$ cat config.mk
export PLATFORM = sky130hd
export DESIGN_NAME = codec_host_ctrl_flat
export DESIGN_NICKNAME = d
export VERILOG_FILES = /design/src/core/codec_regs_pkg.sv /design/src/core/codec_ctrl_if.sv /design/src/core/codec_host_ctrl.sv /design/src/flat_wrapper.sv
export SDC_FILE = /design/constraint.sdc
export NUM_CORES = 1
export LEC_CHECK = 0
export ABC_AREA = 1
export BUFFER_PORTS_ARGS = -buffer_cell sky130_fd_sc_hd__buf_4
export CAP_MARGIN = 20
export CORE_UTILIZATION = 52
export CTS_BUF_LIST = sky130_fd_sc_hd__clkbuf_2
export CTS_CLUSTER_DIAMETER = 80
export DETAILED_ROUTE_END_ITERATION = 8
export PLACE_DENSITY_LB_ADDON = 0.08
export SETUP_SLACK_MARGIN = 0.1
export SKIP_LAST_GASP = 1
export SYNTH_ARGS = -nofsm -noshare
export SYNTH_HDL_FRONTEND = slang
export SYNTH_SLANG_ARGS = --single-unit
export TNS_END_PERCENT = 10
$ cat constraint.sdc
create_clock -name clk_i -period 3.9 [get_ports clk_i]
set_clock_uncertainty 0.15 [all_clocks]
set_input_delay 0.195 -clock clk_i [delete_from_list [all_inputs] [get_ports clk_i]]
set_output_delay 0.195 -clock clk_i [all_outputs]
set_load 0.05 [all_outputs]
$ cat src/core/codec_regs_pkg.sv
package codec_regs_pkg;

  // ----------------------------------------------------------------------
  // Register map
  // ----------------------------------------------------------------------
  localparam int          ADDR_W          = 7;
  localparam int          DATA_W          = 8;
  localparam logic [6:0]  IDX_PAGE        = 7'h00;
  localparam logic [6:0]  IDX_ADC_PATH    = 7'h6b;
  localparam logic [6:0]  IDX_BYPASS      = 7'h6c;
  localparam logic [6:0]  IDX_DAC_CUR     = 7'h6d;
  localparam logic [6:0]  IDX_RSVD_FIRST  = 7'h6e;
  localparam logic [7:0]  RESET_VAL       = 8'h00;

  // ----------------------------------------------------------------------
  // Field positions
  // ----------------------------------------------------------------------
  localparam int          BIT_COEF_LEFT   = 7;
  localparam int          BIT_COEF_RIGHT  = 6;
  localparam int          BIT_DECIM_HI    = 5;
  localparam int          BIT_DECIM_LO    = 4;
  localparam int          BIT_FILT_PATH   = 3;
  localparam int          BIT_DET_OFF     = 2;
  localparam int          BIT_BUS_ERR     = 0;
  localparam int          BIT_PAGE        = 0;
  localparam int          BIT_DAC_HI      = 7;
  localparam int          BIT_DAC_LO      = 6;
  localparam logic [7:0]  ADC_PATH_WMASK  = 8'hfc;
  localparam logic [7:0]  DAC_CUR_WMASK   = 8'hc0;
  localparam logic [7:0]  PAGE_WMASK      = 8'h01;

  // ----------------------------------------------------------------------
  // Host controller register offsets (word per register)
  // ----------------------------------------------------------------------
  localparam logic [3:0]  HOST_CMD        = 4'h0;
  localparam logic [3:0]  HOST_RDATA      = 4'h1;
  localparam logic [3:0]  HOST_STATUS     = 4'h2;
  localparam logic [3:0]  HOST_IRQ_EN     = 4'h3;
  localparam logic [3:0]  HOST_IRQ_CLR    = 4'h4;
  localparam int          CMD_WR_BIT      = 16;
  localparam int          CMD_RD_BIT      = 17;
  localparam int          ST_DONE         = 0;
  localparam int          ST_REFUSED      = 1;
  localparam int          ST_PAGE_BAD     = 2;
  localparam int          NUM_EVT         = 3;

  typedef enum logic [3:0] {
    H_IDLE   = 4'b0001,
    H_ISSUE  = 4'b0010,
    H_WAIT   = 4'b0100,
    H_VERIFY = 4'b1000
  } host_state_e;

endpackage

$ cat src/core/codec_ctrl_if.sv
`timescale 1ns/1ps
`default_nettype none
interface codec_ctrl_if;
  logic [6:0] addr;
  logic [7:0] wdata;
  logic       wr;
  logic       rd;
  logic [7:0] rdata;

  modport device (input addr, input wdata, input wr, input rd, output rdata);
  modport host   (output addr, output wdata, output wr, output rd,
                  input rdata);
endinterface
`default_nettype wire

$ cat src/core/codec_host_ctrl.sv
// Implementation choice: strobed register access.
`timescale 1ns/1ps
`default_nettype none
module codec_host_ctrl (
  input  wire logic        clk_i,
  input  wire logic        srst_i,
  input  wire logic [3:0]  sw_addr_i,
  input  wire logic [31:0] sw_wdata_i,
  input  wire logic        sw_wr_i,
  input  wire logic        sw_rd_i,
  output logic [31:0]      sw_rdata_o,
  output logic             irq_o,
  codec_ctrl_if.host       bus
);

  // ----------------------------------------------------------------------
  // Software registers
  // ----------------------------------------------------------------------
  localparam int NE = codec_regs_pkg::NUM_EVT;

  codec_regs_pkg::host_state_e state_reg;
  logic [6:0]    addr_reg;
  logic [7:0]    wdata_reg;
  logic          is_wr_reg;
  logic [7:0]    rdata_reg;
  logic [NE-1:0] status_reg;
  logic [NE-1:0] irq_en_reg;
  logic [31:0]   sw_rdata_reg;

  wire cmd_wr   = sw_wr_i && sw_addr_i == codec_regs_pkg::HOST_CMD;
  wire go_wr    = cmd_wr & sw_wdata_i[codec_regs_pkg::CMD_WR_BIT];
  wire go_rd    = cmd_wr & sw_wdata_i[codec_regs_pkg::CMD_RD_BIT];
  wire idle     = state_reg == codec_regs_pkg::H_IDLE;
  wire go       = idle & (go_wr ^ go_rd);
  // Writes to the reserved range are refused only with bit 15 set; with it clear they reach the bus
  wire to_rsvd  = sw_wdata_i[14:8] >= codec_regs_pkg::IDX_RSVD_FIRST;
  wire refuse   = cmd_wr & (~idle | (go_wr & go_rd) |
                  (go_wr & to_rsvd & sw_wdata_i[15]));
  wire pg_write = is_wr_reg && addr_reg == codec_regs_pkg::IDX_PAGE;
  wire pg_bad   = bus.rdata[codec_regs_pkg::BIT_PAGE] !=
                  wdata_reg[codec_regs_pkg::BIT_PAGE];

  logic [NE-1:0] evt;
  always_comb begin
    evt = '0;
    evt[codec_regs_pkg::ST_DONE]     =
      (state_reg == codec_regs_pkg::H_WAIT) |
      (state_reg == codec_regs_pkg::H_VERIFY);
    evt[codec_regs_pkg::ST_REFUSED]  = refuse;
    evt[codec_regs_pkg::ST_PAGE_BAD] =
      (state_reg == codec_regs_pkg::H_VERIFY) & pg_bad;
  end

  // Bit 15 of a command marks it as page-zero space
  always_ff @(posedge clk_i) begin
    if (srst_i) begin
      state_reg <= codec_regs_pkg::H_IDLE;
      addr_reg  <= 7'h00;
      wdata_reg <= 8'h00;
      is_wr_reg <= 1'b0;
      rdata_reg <= 8'h00;
    end else begin
      case (state_reg)
        codec_regs_pkg::H_IDLE: begin
          if (go && !refuse) begin
            addr_reg  <= sw_wdata_i[14:8];
            wdata_reg <= sw_wdata_i[7:0];
            is_wr_reg <= go_wr;
            state_reg <= codec_regs_pkg::H_ISSUE;
          end
        end
        codec_regs_pkg::H_ISSUE: begin
          // Page writes are read back to confirm the active page
          state_reg <= codec_regs_pkg::H_WAIT;
        end
        codec_regs_pkg::H_WAIT: begin
          rdata_reg <= bus.rdata;
          state_reg <= pg_write ? codec_regs_pkg::H_VERIFY
                                : codec_regs_pkg::H_IDLE;
        end
        codec_regs_pkg::H_VERIFY: begin
          rdata_reg <= bus.rdata;
          state_reg <= codec_regs_pkg::H_IDLE;
        end
        default: state_reg <= codec_regs_pkg::H_IDLE;
      endcase
    end
  end

  // Issue one write or read, then for a page write a read-back of index zero
  assign bus.addr  = addr_reg;
  assign bus.wdata = wdata_reg;
  assign bus.wr    = (state_reg == codec_regs_pkg::H_ISSUE) & is_wr_reg;
  assign bus.rd    = ((state_reg == codec_regs_pkg::H_ISSUE) & ~is_wr_reg) |
                     ((state_reg == codec_regs_pkg::H_WAIT) & pg_write);

  // ----------------------------------------------------------------------
  // Interrupt status, set wins over clear
  // ----------------------------------------------------------------------
  wire clr_wr = sw_wr_i && sw_addr_i == codec_regs_pkg::HOST_IRQ_CLR;
  wire en_wr  = sw_wr_i && sw_addr_i == codec_regs_pkg::HOST_IRQ_EN;
  wire [NE-1:0] clr_mask = clr_wr ? sw_wdata_i[NE-1:0] : '0;

  always_ff @(posedge clk_i) begin
    if (srst_i) begin
      status_reg <= '0;
      irq_en_reg <= '0;
    end else begin
      status_reg <= (status_reg & ~clr_mask) | evt;
      if (en_wr)
        irq_en_reg <= sw_wdata_i[NE-1:0];
    end
  end

  wire [31:0] sw_mux =
    sw_addr_i == codec_regs_pkg::HOST_RDATA  ? {24'h00_0000, rdata_reg} :
    sw_addr_i == codec_regs_pkg::HOST_STATUS ? {29'h0, status_reg} :
    sw_addr_i == codec_regs_pkg::HOST_IRQ_EN ? {29'h0, irq_en_reg} :
    sw_addr_i == codec_regs_pkg::HOST_CMD    ? {31'h0, ~idle} :
    32'h0000_0000;

  always_ff @(posedge clk_i) begin
    if (srst_i)
      sw_rdata_reg <= 32'h0000_0000;
    else if (sw_rd_i)
      sw_rdata_reg <= sw_mux;
  end

  assign sw_rdata_o = sw_rdata_reg;
  assign irq_o      = |(status_reg & irq_en_reg);

endmodule
`default_nettype wire

$ cat src/flat_wrapper.sv
// flat-port wrapper written by rule: the top's interface ports become plain ports
module codec_host_ctrl_flat 
  (clk_i, srst_i, sw_addr_i, sw_wdata_i, sw_wr_i, sw_rd_i, sw_rdata_o, irq_o, bus_addr, bus_wdata, bus_wr, bus_rd, bus_rdata);
  codec_ctrl_if bus_i ();
  input  wire logic clk_i;
  input  wire logic srst_i;
  input  wire logic [3:0] sw_addr_i;
  input  wire logic [31:0] sw_wdata_i;
  input  wire logic sw_wr_i;
  input  wire logic sw_rd_i;
  output logic [31:0] sw_rdata_o;
  output logic irq_o;
  output wire logic [$bits(bus_i.addr)-1:0] bus_addr;
  output wire logic [$bits(bus_i.wdata)-1:0] bus_wdata;
  output wire logic [$bits(bus_i.wr)-1:0] bus_wr;
  output wire logic [$bits(bus_i.rd)-1:0] bus_rd;
  input wire logic [$bits(bus_i.rdata)-1:0] bus_rdata;
  assign bus_addr = bus_i.addr;
  assign bus_wdata = bus_i.wdata;
  assign bus_wr = bus_i.wr;
  assign bus_rd = bus_i.rd;
  assign bus_i.rdata = bus_rdata;
  codec_host_ctrl u_core (.clk_i(clk_i), .srst_i(srst_i), .sw_addr_i(sw_addr_i), .sw_wdata_i(sw_wdata_i), .sw_wr_i(sw_wr_i), .sw_rd_i(sw_rd_i), .sw_rdata_o(sw_rdata_o), .irq_o(irq_o), .bus(bus_i));
endmodule
==> summary.txt, run 1 <==
Yosys reg bits = 42
placed inst area = 2445 um2
Top Family by Delay on Critical Path = buffers and inverters
CTS sink cnt = 42
die area = 4276 um2
CTS Buf Count = 5
number of synthesized flops with an enable pin = 0
Vias/cell = 4.491
cell area after layout = 2804 um2
register area = 840.8 um2
initial antenna violation count = 0
overall power = 0.8135 mW
largest net degree at the start of global routing = 37
detailed-route via count = 1967
maximum vdd drop = 218.1 uV
vias in the first global route = 1749
Synth Cell Area = 2090 um2
hold slack = 64.99 ps
Crit path depth = 8
Filler cells = 309
Area contributors post-synth = dfxtp_1 40%, nand2_1 11%, nor2_1 9.0%, buf_4 8.6%, inv_1 7.5%
IO Port Bufs = 59
Worst Path Buf+Inv = 4
CP max FO = 6
static leakage = 1.403 nW
top_reg_cell synth = dfxtp_1
most frequent cells in the layout = 59 x nand2_1, 59 x buf_4, 50 x nor2_1, 42 x inv_1, 42 x dfxtp_1
run status = finished, final reports clean
setup violators final = 0
RSZ-0062 raised after global routing = no
CP peak stage delay = 580 ps
Final GP Congestion = 0.7888
Max Freq = 0.4169 GHz
Clk Latency, worst-skew pair = 400 ps
Tightest Pin Transition = 887.1 ps
Hold Crit Class = input port to flip-flop
data arrival time of the worst path = 2620 ps
FFs w/ async S/R, synth = 0%
area grow syn2layout = 34.19%
final hold vios = 0
clk slew on worst S/H paths = 220 ps
first-pass GRT wire length = 7569 um
period utilization = 61.51%
multi-input logic area = 935.9 um2
Slew headroom = 40.49%
crit path time final = 2399 ps
worst reg2reg path depth = 6
post-synth top area share = 40.24%
register area share after synthesis = 40.24%
Root Driver = clkbuf_2
Setup TNS Final = 0 ps
final setup margin = 1501 ps
DRT Wirelength = 4715 um
HPWL after detailed placement = 2993 um
die height = 65.39 um
boundary pin count = 98
CTS tree = built
Netlist cell types = 28
layout net count = 438
Slowest cell on crit path = dlygate4sd3_1
GRT Util Overall = 23.45%
Placed Cells = 398
Initial Utilization = 55.82%
WP data required = 4120 ps
PD cells = 290.1 nW/um2
GRT overflow = 0
Placement Rows = 22
WS Path Type = input port to flip-flop
# H-tree levels = 2
max-cap viol count = 0
CP Capture Type = flip-flop
DR WL/cell = 10.76 um
Residual DRC = 0
CORE AREA = 3744 um2
share of cells above drive strength 1 = 19.74%
first-iteration detailed-routing DRC count = 87
diode count = 0
Avg Inst Size Synth = 6.965 um2
post-CTS setup buffers = 0
critical-path cell list = dlygate4sd3_1 > buf_4 > nand2_1 > nor2_1 > nand3_1 > dlygate4sd3_1 > a21oi_1 > dlygate4sd3_1
Pre-antenna DRT Iters = 4
Setup WS pre-CTS = 1930 ps
cell count after synthesis = 300
dominant cell type by area after synthesis = dfxtp_1
fin util = 74.90%
Die Wd = 65.39 um
Max clock buf depth = 2
Critical Path Start Type = input port
max-slew violations = 0
post-route antenna net violation count = 0
Top cell by count, worst path = dlygate4sd3_1
Hold Path Cell Cnt = 5
Ys Warns = 0
final non-filler cell total = 438
[cell usage after synthesis, types with 4 or more instances]
master / count
clkbuf_1: 4
nand3_1: 12
buf_4: 24
o21ai_0: 21
nand2_1: 59
nor2_1: 50
a21oi_1: 14
dfxtp_1: 42
inv_1: 42
[kinds of logic after synthesis]
| family | count (synthesis) | share of synthesized area (%) |
|---|---|---|
| and+or+nand+nor | 139 | 29.22 |
| buffers and inverters | 76 | 19.10 |
| DFF | 42 | 40.24 |
| AOI/OAI and AO/OA | 40 | 10.24 |
| xor gates and xnor gates | 1 | 0.4192 |
| adders and majority gates | 1 | 0.5987 |
| other | 1 | 0.1795 |
[final timing paths]
check                                         start                    to  slack [ps]
worst min register to register  u_core.rdata_reg[2]   u_core.rdata_reg[2]         310
worst min-delay path                   sw_addr_i[1]  u_core.sw_rdata_o[1]          60
worst max-delay path                   sw_addr_i[0]  u_core.irq_en_reg[2]        1500
worst max register to register  u_core.state_reg[2]  u_core.status_reg[0]        1870
[where the power goes]
group | switching, mW | internal (mW) | leakage (nW) | total (mW)
registers | 0.00535 | 0.439 | 0.340 | 0.445
clock network | 0.140 | 0.0441 | 0.0304 | 0.184
logic | 0.123 | 0.0615 | 1.03 | 0.185
[worst reg2reg max path: cells and delay by family, from the launching register on]
family,cells,cell delay (ps)
simple gates,1,230
compound gates,2,450
flops,1,390
buf+inv,3,790
[layout make-up]
class                           count  area share [%]
Multi-Input combinational cell    205           33.38
Sequential cell                    42           29.99
Timing Repair Buffer               91           27.22
Inverter                           44           5.890
Tap cell                           48           2.142
Clock buffer                        6           1.071
Clock inverter                      2          0.3124
[per-layer routing]
metal	up-vias	global-route usage [%]	share of wire, %
met3	6	7.986	5.7
met1	851	26.73	45
met5	-	0	0
met4	0	7.065	0.85
met2	56	40.98	48
li1	1054	-	-
[what timing repair did]
action / in CTS / in global routing
hold buffers: 32 / 0
endpoints found under the hold margin: 37 / 0
resized for setup: 0 / 0
Note: power is estimated with default switching activity, not from simulation.
==> inputs of run 2 (changes only) <==
ABC_AREA = 0   (was 1)
CORE_UTILIZATION = 42   (was 52)
clock period = 1.95 ns   (was 3.9 ns; I/O delays follow)
==> run 2 against run 1 <==
Combinational power increased by 62%. Die area increased by 14%. Clock power is 93% higher. Flip-flop and latch count did not move. Synthesized cell count is 31% lower. Critical path depth down 5. Final cell count fell by 18%. Routed wire length decreased by 1.7%. Critical endpoint is now bus_rd. Largest cell class unchanged.
==> summary.txt, run 2 <==
run status = finished, final reports clean
die height = 69.93 um (+6.9%)
final hold vios = 0 (unchanged)
Vias/cell = 4.906 (+9.2%)
CTS tree = built
max-cap viol count = 0 (unchanged)
cell count after synthesis = 206 (-31%)
Pre-antenna DRT Iters = 4 (unchanged)
Critical Path Start Type = flip-flop
Initial Utilization = 44.21% (-12 points)
Setup TNS Final = 0 ps (unchanged)
max-slew violations = 0 (unchanged)
Synth Cell Area = 1938 um2 (-7.2%)
setup violators final = 0 (unchanged)
maximum vdd drop = 345.6 uV (+58%)
Root Driver = clkbuf_2
vias in the first global route = 1606 (-8.2%)
Die Wd = 69.93 um (+6.9%)
top_reg_cell synth = dfxtp_1
critical-path cell list = or4b_4 > o21ai_2 > buf_6
Filler cells = 381 (+23%)
Clk Latency, worst-skew pair = 390 ps (about the same)
Setup WS pre-CTS = -140.6 ps (-2070 ps)
CP Capture Type = primary output
count leader, synth = dfxtp_1
CP peak stage delay = 530 ps (-50 ps)
layout net count = 357 (-18%)
DRT Wirelength = 4636 um (-1.7%)
cell area after layout = 2820 um2 (+0.58%)
Ys Warns = 0 (unchanged)
top cells by count, synth = 42 x dfxtp_1, 24 x buf_4, 24 x nor2_1, 13 x o21ai_0, 12 x a21oi_1
PD cells = 540.2 nW/um2 (+86%)
# H-tree levels = 2 (unchanged)
Tightest Pin Transition = 515.2 ps (-371.9 ps)
crit path time final = 1880 ps
die area = 4890 um2 (+14%)
RSZ-0062 raised after global routing = yes
CORE AREA = 4384 um2 (+17%)
FFs w/ async S/R, synth = 0% (unchanged)
diode count = 0 (unchanged)
CTS Buf Count = 5 (unchanged)
GRT overflow = 0 (unchanged)
static leakage = 1.329 nW (-5.3%)
CTS sink cnt = 42 (unchanged)
initial antenna violation count = 0 (unchanged)
hold slack = 38.30 ps (-26.70 ps)
Netlist cell types = 44 (+57%)
Residual DRC = 0 (unchanged)
Max Freq = 0.5320 GHz
post-route antenna net violation count = 0 (unchanged)
WS Path Type = flip-flop to primary output
commonest non-fill, non-tap cell in the layout = buf_4
Avg Inst Size Synth = 9.408 um2 (+35%)
CP max FO = 6 (unchanged)
Slew headroom = 65.57% (+25 points)
first-pass GRT wire length = 7286 um (-3.7%)
IO Port Bufs = 59 (unchanged)
number of synthesized flops with an enable pin = 0 (unchanged)
Placement Rows = 24 (+9.1%)
post-synth top area share = 43.38% (+3.1 points)
Final GP Congestion = 0.7290 (-7.6%)
Worst Path Buf+Inv = 1 (-3)
GRT Util Overall = 18.87% (-4.6 points)
register area share after synthesis = 43.38% (+3.1 points)
data arrival time of the worst path = 1630 ps (-990 ps)
clk slew on worst S/H paths = 190 ps (-30 ps)
share of cells above drive strength 1 = 32.36% (+13 points)
period utilization = 96.39%
Slowest cell on crit path = or4b_4
DR WL/cell = 12.84 um (+19%)
multi-input logic area = 978.4 um2 (+4.5%)
detailed-route via count = 1771 (-10%)
WP data required = 1700 ps (-2420 ps)
first-iteration detailed-routing DRC count = 106 (+22%)
Yosys reg bits = 42 (unchanged)
placed inst area = 2415 um2 (-1.2%)
largest net degree at the start of global routing = 38 (+2.7%)
register area = 848.3 um2 (+0.89%)
Area contributors post-synth = dfxtp_1 43%, buf_4 9.3%, mux2i_1 5.7%, nor2_1 4.6%, a22o_1 3.6%
area grow syn2layout = 45.51%
Top Family by Delay on Critical Path = simple AND/OR/NAND/NOR gates
dominant cell type by area after synthesis = dfxtp_1
boundary pin count = 98 (unchanged)
HPWL after detailed placement = 3173 um (+6.0%)
final setup margin = 70.45 ps (-1431 ps)
Max clock buf depth = 2 (unchanged)
most frequent cells in the layout = 70 x buf_4, 38 x dfxtp_1, 31 x dlygate4sd3_1, 24 x conb_1, 23 x nor2_1
Hold Crit Class = input port to flip-flop
[run 2: changes by cell type after synthesis, sizes merged, moves of 8 or more]
cell   before  now
nand2      61    3
inv        43    6
mux2i       0   11
a22oi       0    8
nor2       55   24
o21ai      22   13
a22o        0    8
[run 2: path summary, 6_finish.rpt]
| path | start | cells past startpoint | to | slack [ps] |
|---|---|---|---|---|
| min | sw_wr_i | 4 | u_core.irq_en_reg[2] | 40 |
| min reg2reg | u_core.rdata_reg[0] | 2 | u_core.rdata_reg[0] | 330 |
| max reg2reg | u_core.state_reg[2] | 5 | u_core.sw_rdata_o[0] | 110 |
| max | u_core.state_reg[3] | 3 | bus_rd | 70 |
[run 2: where the power goes]
group / leakage, nW / total, mW / switching (mW) / internal, mW
combinational: 0.959 / 0.300 / 0.186 / 0.114
sequential: 0.340 / 0.869 / 0.00446 / 0.864
clock: 0.0304 / 0.355 / 0.267 / 0.0883
total: 1.33 / 1.52 / 0.457 / 1.07
[run 2: area by class of cell]
type | count | share of cell area, %
multi-input cells | 150 | 34.69
clock inverters | 2 | 0.3106
repair buffers | 103 | 30.75
flip-flops and latches | 42 | 30.08
well taps | 52 | 2.307
inverters | 6 | 0.7986
clock buffers | 6 | 1.065
[run 2: routing by layer]
layer | share of wire (%) | vias to the layer above | global-route usage [%]
met4 | 1.2 | 0 | 6.000
met1 | 47 | 819 | 23.91
met5 | 0 | - | 0
met3 | 4.3 | 5 | 4.906
li1 | - | 894 | -
met2 | 48 | 53 | 31.30
[run 2: timing repair]
item | 4_1_cts | 5_1_grt
buffers inserted | 2 | 0
gates resized for setup | 6 | 6
endpoints found under the hold margin | 39 | 0
hold buffers | 31 | 0
setup endpoints to repair | 2 | 22
[run 2: stage by stage]
stage | utilization, % | power (mW) | instances
finish | 64.33 | 1.524 | 361
global route | 64.33 | 1.591 | 361
CTS | 63.70 | 1.543 | 361
detailed placement | 55.08 | 1.138 | 320
global placement | 55.08 | 1.138 | 320
floorplan | - | 1.087 | 229
[run 2: tightest hold or removal path: stages]
cell and delay [ps]:
buf_4 120, nand4_1 160, mux2i_1 100, nor2_1 70
[run 2: kinds of logic after synthesis]
group / share of synthesized area [%]
muxes: 6.843
other: 0.1935
xor gates and xnor gates: 0.9040
adders and majority gates: 0.6455
buffers and inverters: 12.33
AOI/OAI and AO/OA: 17.30
DFF: 43.38
and+or+nand+nor: 18.40
==> inputs of run 3 (changes only) <==
CORE_UTILIZATION = 50   (was 42)
CTS_CLUSTER_DIAMETER = 50   (was 80)
clock period = 2.25 ns   (was 1.95 ns; I/O delays follow)
==> run 3 against run 2 <==
The run now ends with negative hold slack left. Sequential share of layout area decreased by 0.73 points. Via count increased by 4.1%. Critical path depth unchanged. Register-to-register slack improved by 180 ps. Core utilization increased by 14 points. Final cell count decreased by 0.28%. Routed wire length increased by 4.4%. First-iteration DRC count decreased by 10%. Clock-buffer cell count decreased by 1. Critical path type unchanged. Largest cell class unchanged.
==> summary.txt, run 3 (same netlist as run 2, synthesis figures left out) <==
Initial Utilization = 52.54% (+8.3 points)
cell area after layout = 2878 um2 (+2.0%)
Clock Power Share = 35.3% (+12 points)
CTS sink cnt = 42 (unchanged)
Placement Rows = 22 (-8.3%)
period utilization = 94.86%
most frequent cells in the layout = 63 x buf_4, 41 x dlygate4sd3_1, 39 x dfxtp_1, 24 x nor2_1, 24 x conb_1
placed inst area = 2349 um2 (-2.7%)
CORE AREA = 3689 um2 (-16%)
GRT overflow = 0 (unchanged)
vias in the first global route = 1725 (+7.4%)
IO Port Bufs = 59 (unchanged)
CP Capture Type = primary output
setup violators final = 0 (unchanged)
run status = complete, but fails checks
Max clock buf depth = 2 (unchanged)
max-cap viol count = 0 (unchanged)
DRT Wirelength = 4841 um (+4.4%)
Root Driver = clkbuf_2
PD cells = 543.7 nW/um2 (+0.64%)
initial antenna violation count = 0 (unchanged)
share of cells above drive strength 1 = 28.21% (-4.2 points)
die area = 4129 um2 (-16%)
RSZ-0062 raised after global routing = yes
Final GP Congestion = 0.7570 (+3.8%)
static leakage = 1.354 nW (+1.9%)
Internal = 1.142 mW (+7.1%)
crit path time final = 2134 ps
Seq pwr share = 48.2% (-8.8 points)
area grow syn2layout = 48.48%
clk slew on worst S/H paths = 220 ps (+30 ps)
WS Path Type = flip-flop to primary output
Critical Path Start Type = flip-flop
final hold vios = 3 (+3)
data arrival time of the worst path = 1870 ps (+240 ps)
combinational power share = 16.5% (-3.2 points)
post-route antenna net violation count = 0 (unchanged)
largest net degree at the start of global routing = 38 (unchanged)
Switching Power = 0.4224 mW (-7.6%)
maximum vdd drop = 395.5 uV (+14%)
die height = 64.26 um (-8.1%)
GRT Util Overall = 24.44% (+5.6 points)
# H-tree levels = 2 (unchanged)
DR WL/cell = 13.45 um (+4.7%)
HPWL after detailed placement = 2931 um (-7.6%)
CTS tree = built
Pre-antenna DRT Iters = 4 (unchanged)
Setup TNS Final = 0 ps (unchanged)
diode count = 0 (unchanged)
commonest non-fill, non-tap cell in the layout = buf_4
boundary pin count = 98 (unchanged)
Placed Cells = 310 (-3.1%)
Switching Share = 27.00% (-3.0 points)
detailed-route via count = 1843 (+4.1%)
Residual DRC = 0 (unchanged)
Hold Crit Class = input port to flip-flop
hold slack = -4.580 ps (-42.88 ps)
Die Wd = 64.26 um (-8.1%)
first-pass GRT wire length = 7838 um (+7.6%)
Clk Latency, worst-skew pair = 430 ps (+40 ps)
layout net count = 360 (+0.84%)
Max Freq = 0.4685 GHz
first-iteration detailed-routing DRC count = 95 (-10%)
Filler cells = 253 (-34%)
CTS Buf Count = 5 (unchanged)
max-slew violations = 0 (unchanged)
failing checks = negative hold slack
Vias/cell = 5.119 (+4.4%)
CP max FO = 4 (-2)
final non-filler cell total = 360 (-0.28%)
WP data required = 1990 ps (+290 ps)
[run 3: cell type report]
| class | count | area, um2 | area share [%] |
|---|---|---|---|
| timing repair buffer | 106 | 914.6 | 31.78 |
| clock buffer | 5 | 25.02 | 0.8696 |
| inverter | 6 | 22.52 | 0.7826 |
| multi-input combinational | 150 | 947.2 | 32.91 |
| tap | 48 | 60.06 | 2.087 |
| sequential | 42 | 844.6 | 29.35 |
| clock inverter | 3 | 63.81 | 2.217 |
[run 3: layer usage]
layer  global-route usage (%)  share of wire [%]  vias up
met5                        0                  0        -
met4                    10.28                1.3        0
met3                    5.000                5.3        7
met2                    39.34                 49       73
met1                    31.53                 45      859
li1                         -                  -      904
[run 3: power by group through the flow]
stage               Clock (mW)  Combinational [mW]  Sequential [mW]
finish                   0.552               0.259            0.754
global route             0.586               0.272            0.756
CTS                      0.550               0.254            0.754
detailed placement           0               0.209            0.769
global placement             0               0.209            0.769
floorplan                    0               0.161            0.781
[run 3: worst max-delay path: stages (launching register included)]
cell and delay [ps]:
dfxtp_2 380, or4b_2 720, o21ai_1 180, buf_6 180
[run 3: path summary, 6_finish.rpt]
check | from | end | slack, ps | cells past startpoint
worst max-delay path | u_core.state_reg[0] | bus_rd | 120 | 3
worst min-delay path | sw_rd_i | u_core.sw_rdata_o[6] | -5 | 4
worst max register to register | u_core.state_reg[3] | u_core.rdata_reg[7] | 290 | 5
worst min register to register | u_core.bus.wdata[7] | u_core.bus.wdata[7] | 350 | 2
[run 3: timing repair]
item	4_1_cts	5_1_grt
setup endpoints to repair	1	17
hold endpoints to repair	39	0
resized for setup	1	4
setup buffers	0	1
cloned	0	0
pin swaps	0	1
hold buffers	41	0
[run 3: per-stage QoR]
stage / util (%) / setup WS [ps] / hold slack [ps] / total power, mW
detailed placement: 63.67 / 145.7 / 192.7 / 0.9776
CTS: 77.24 / 109.7 / 9.158 / 1.558
global route: 78.02 / 40.80 / 15.43 / 1.614
finish: 78.02 / 115.6 / -4.580 / 1.565
global placement: 63.67 / 161.4 / 190.9 / 0.9772
floorplan: - / 237.7 / 95.54 / 0.9424
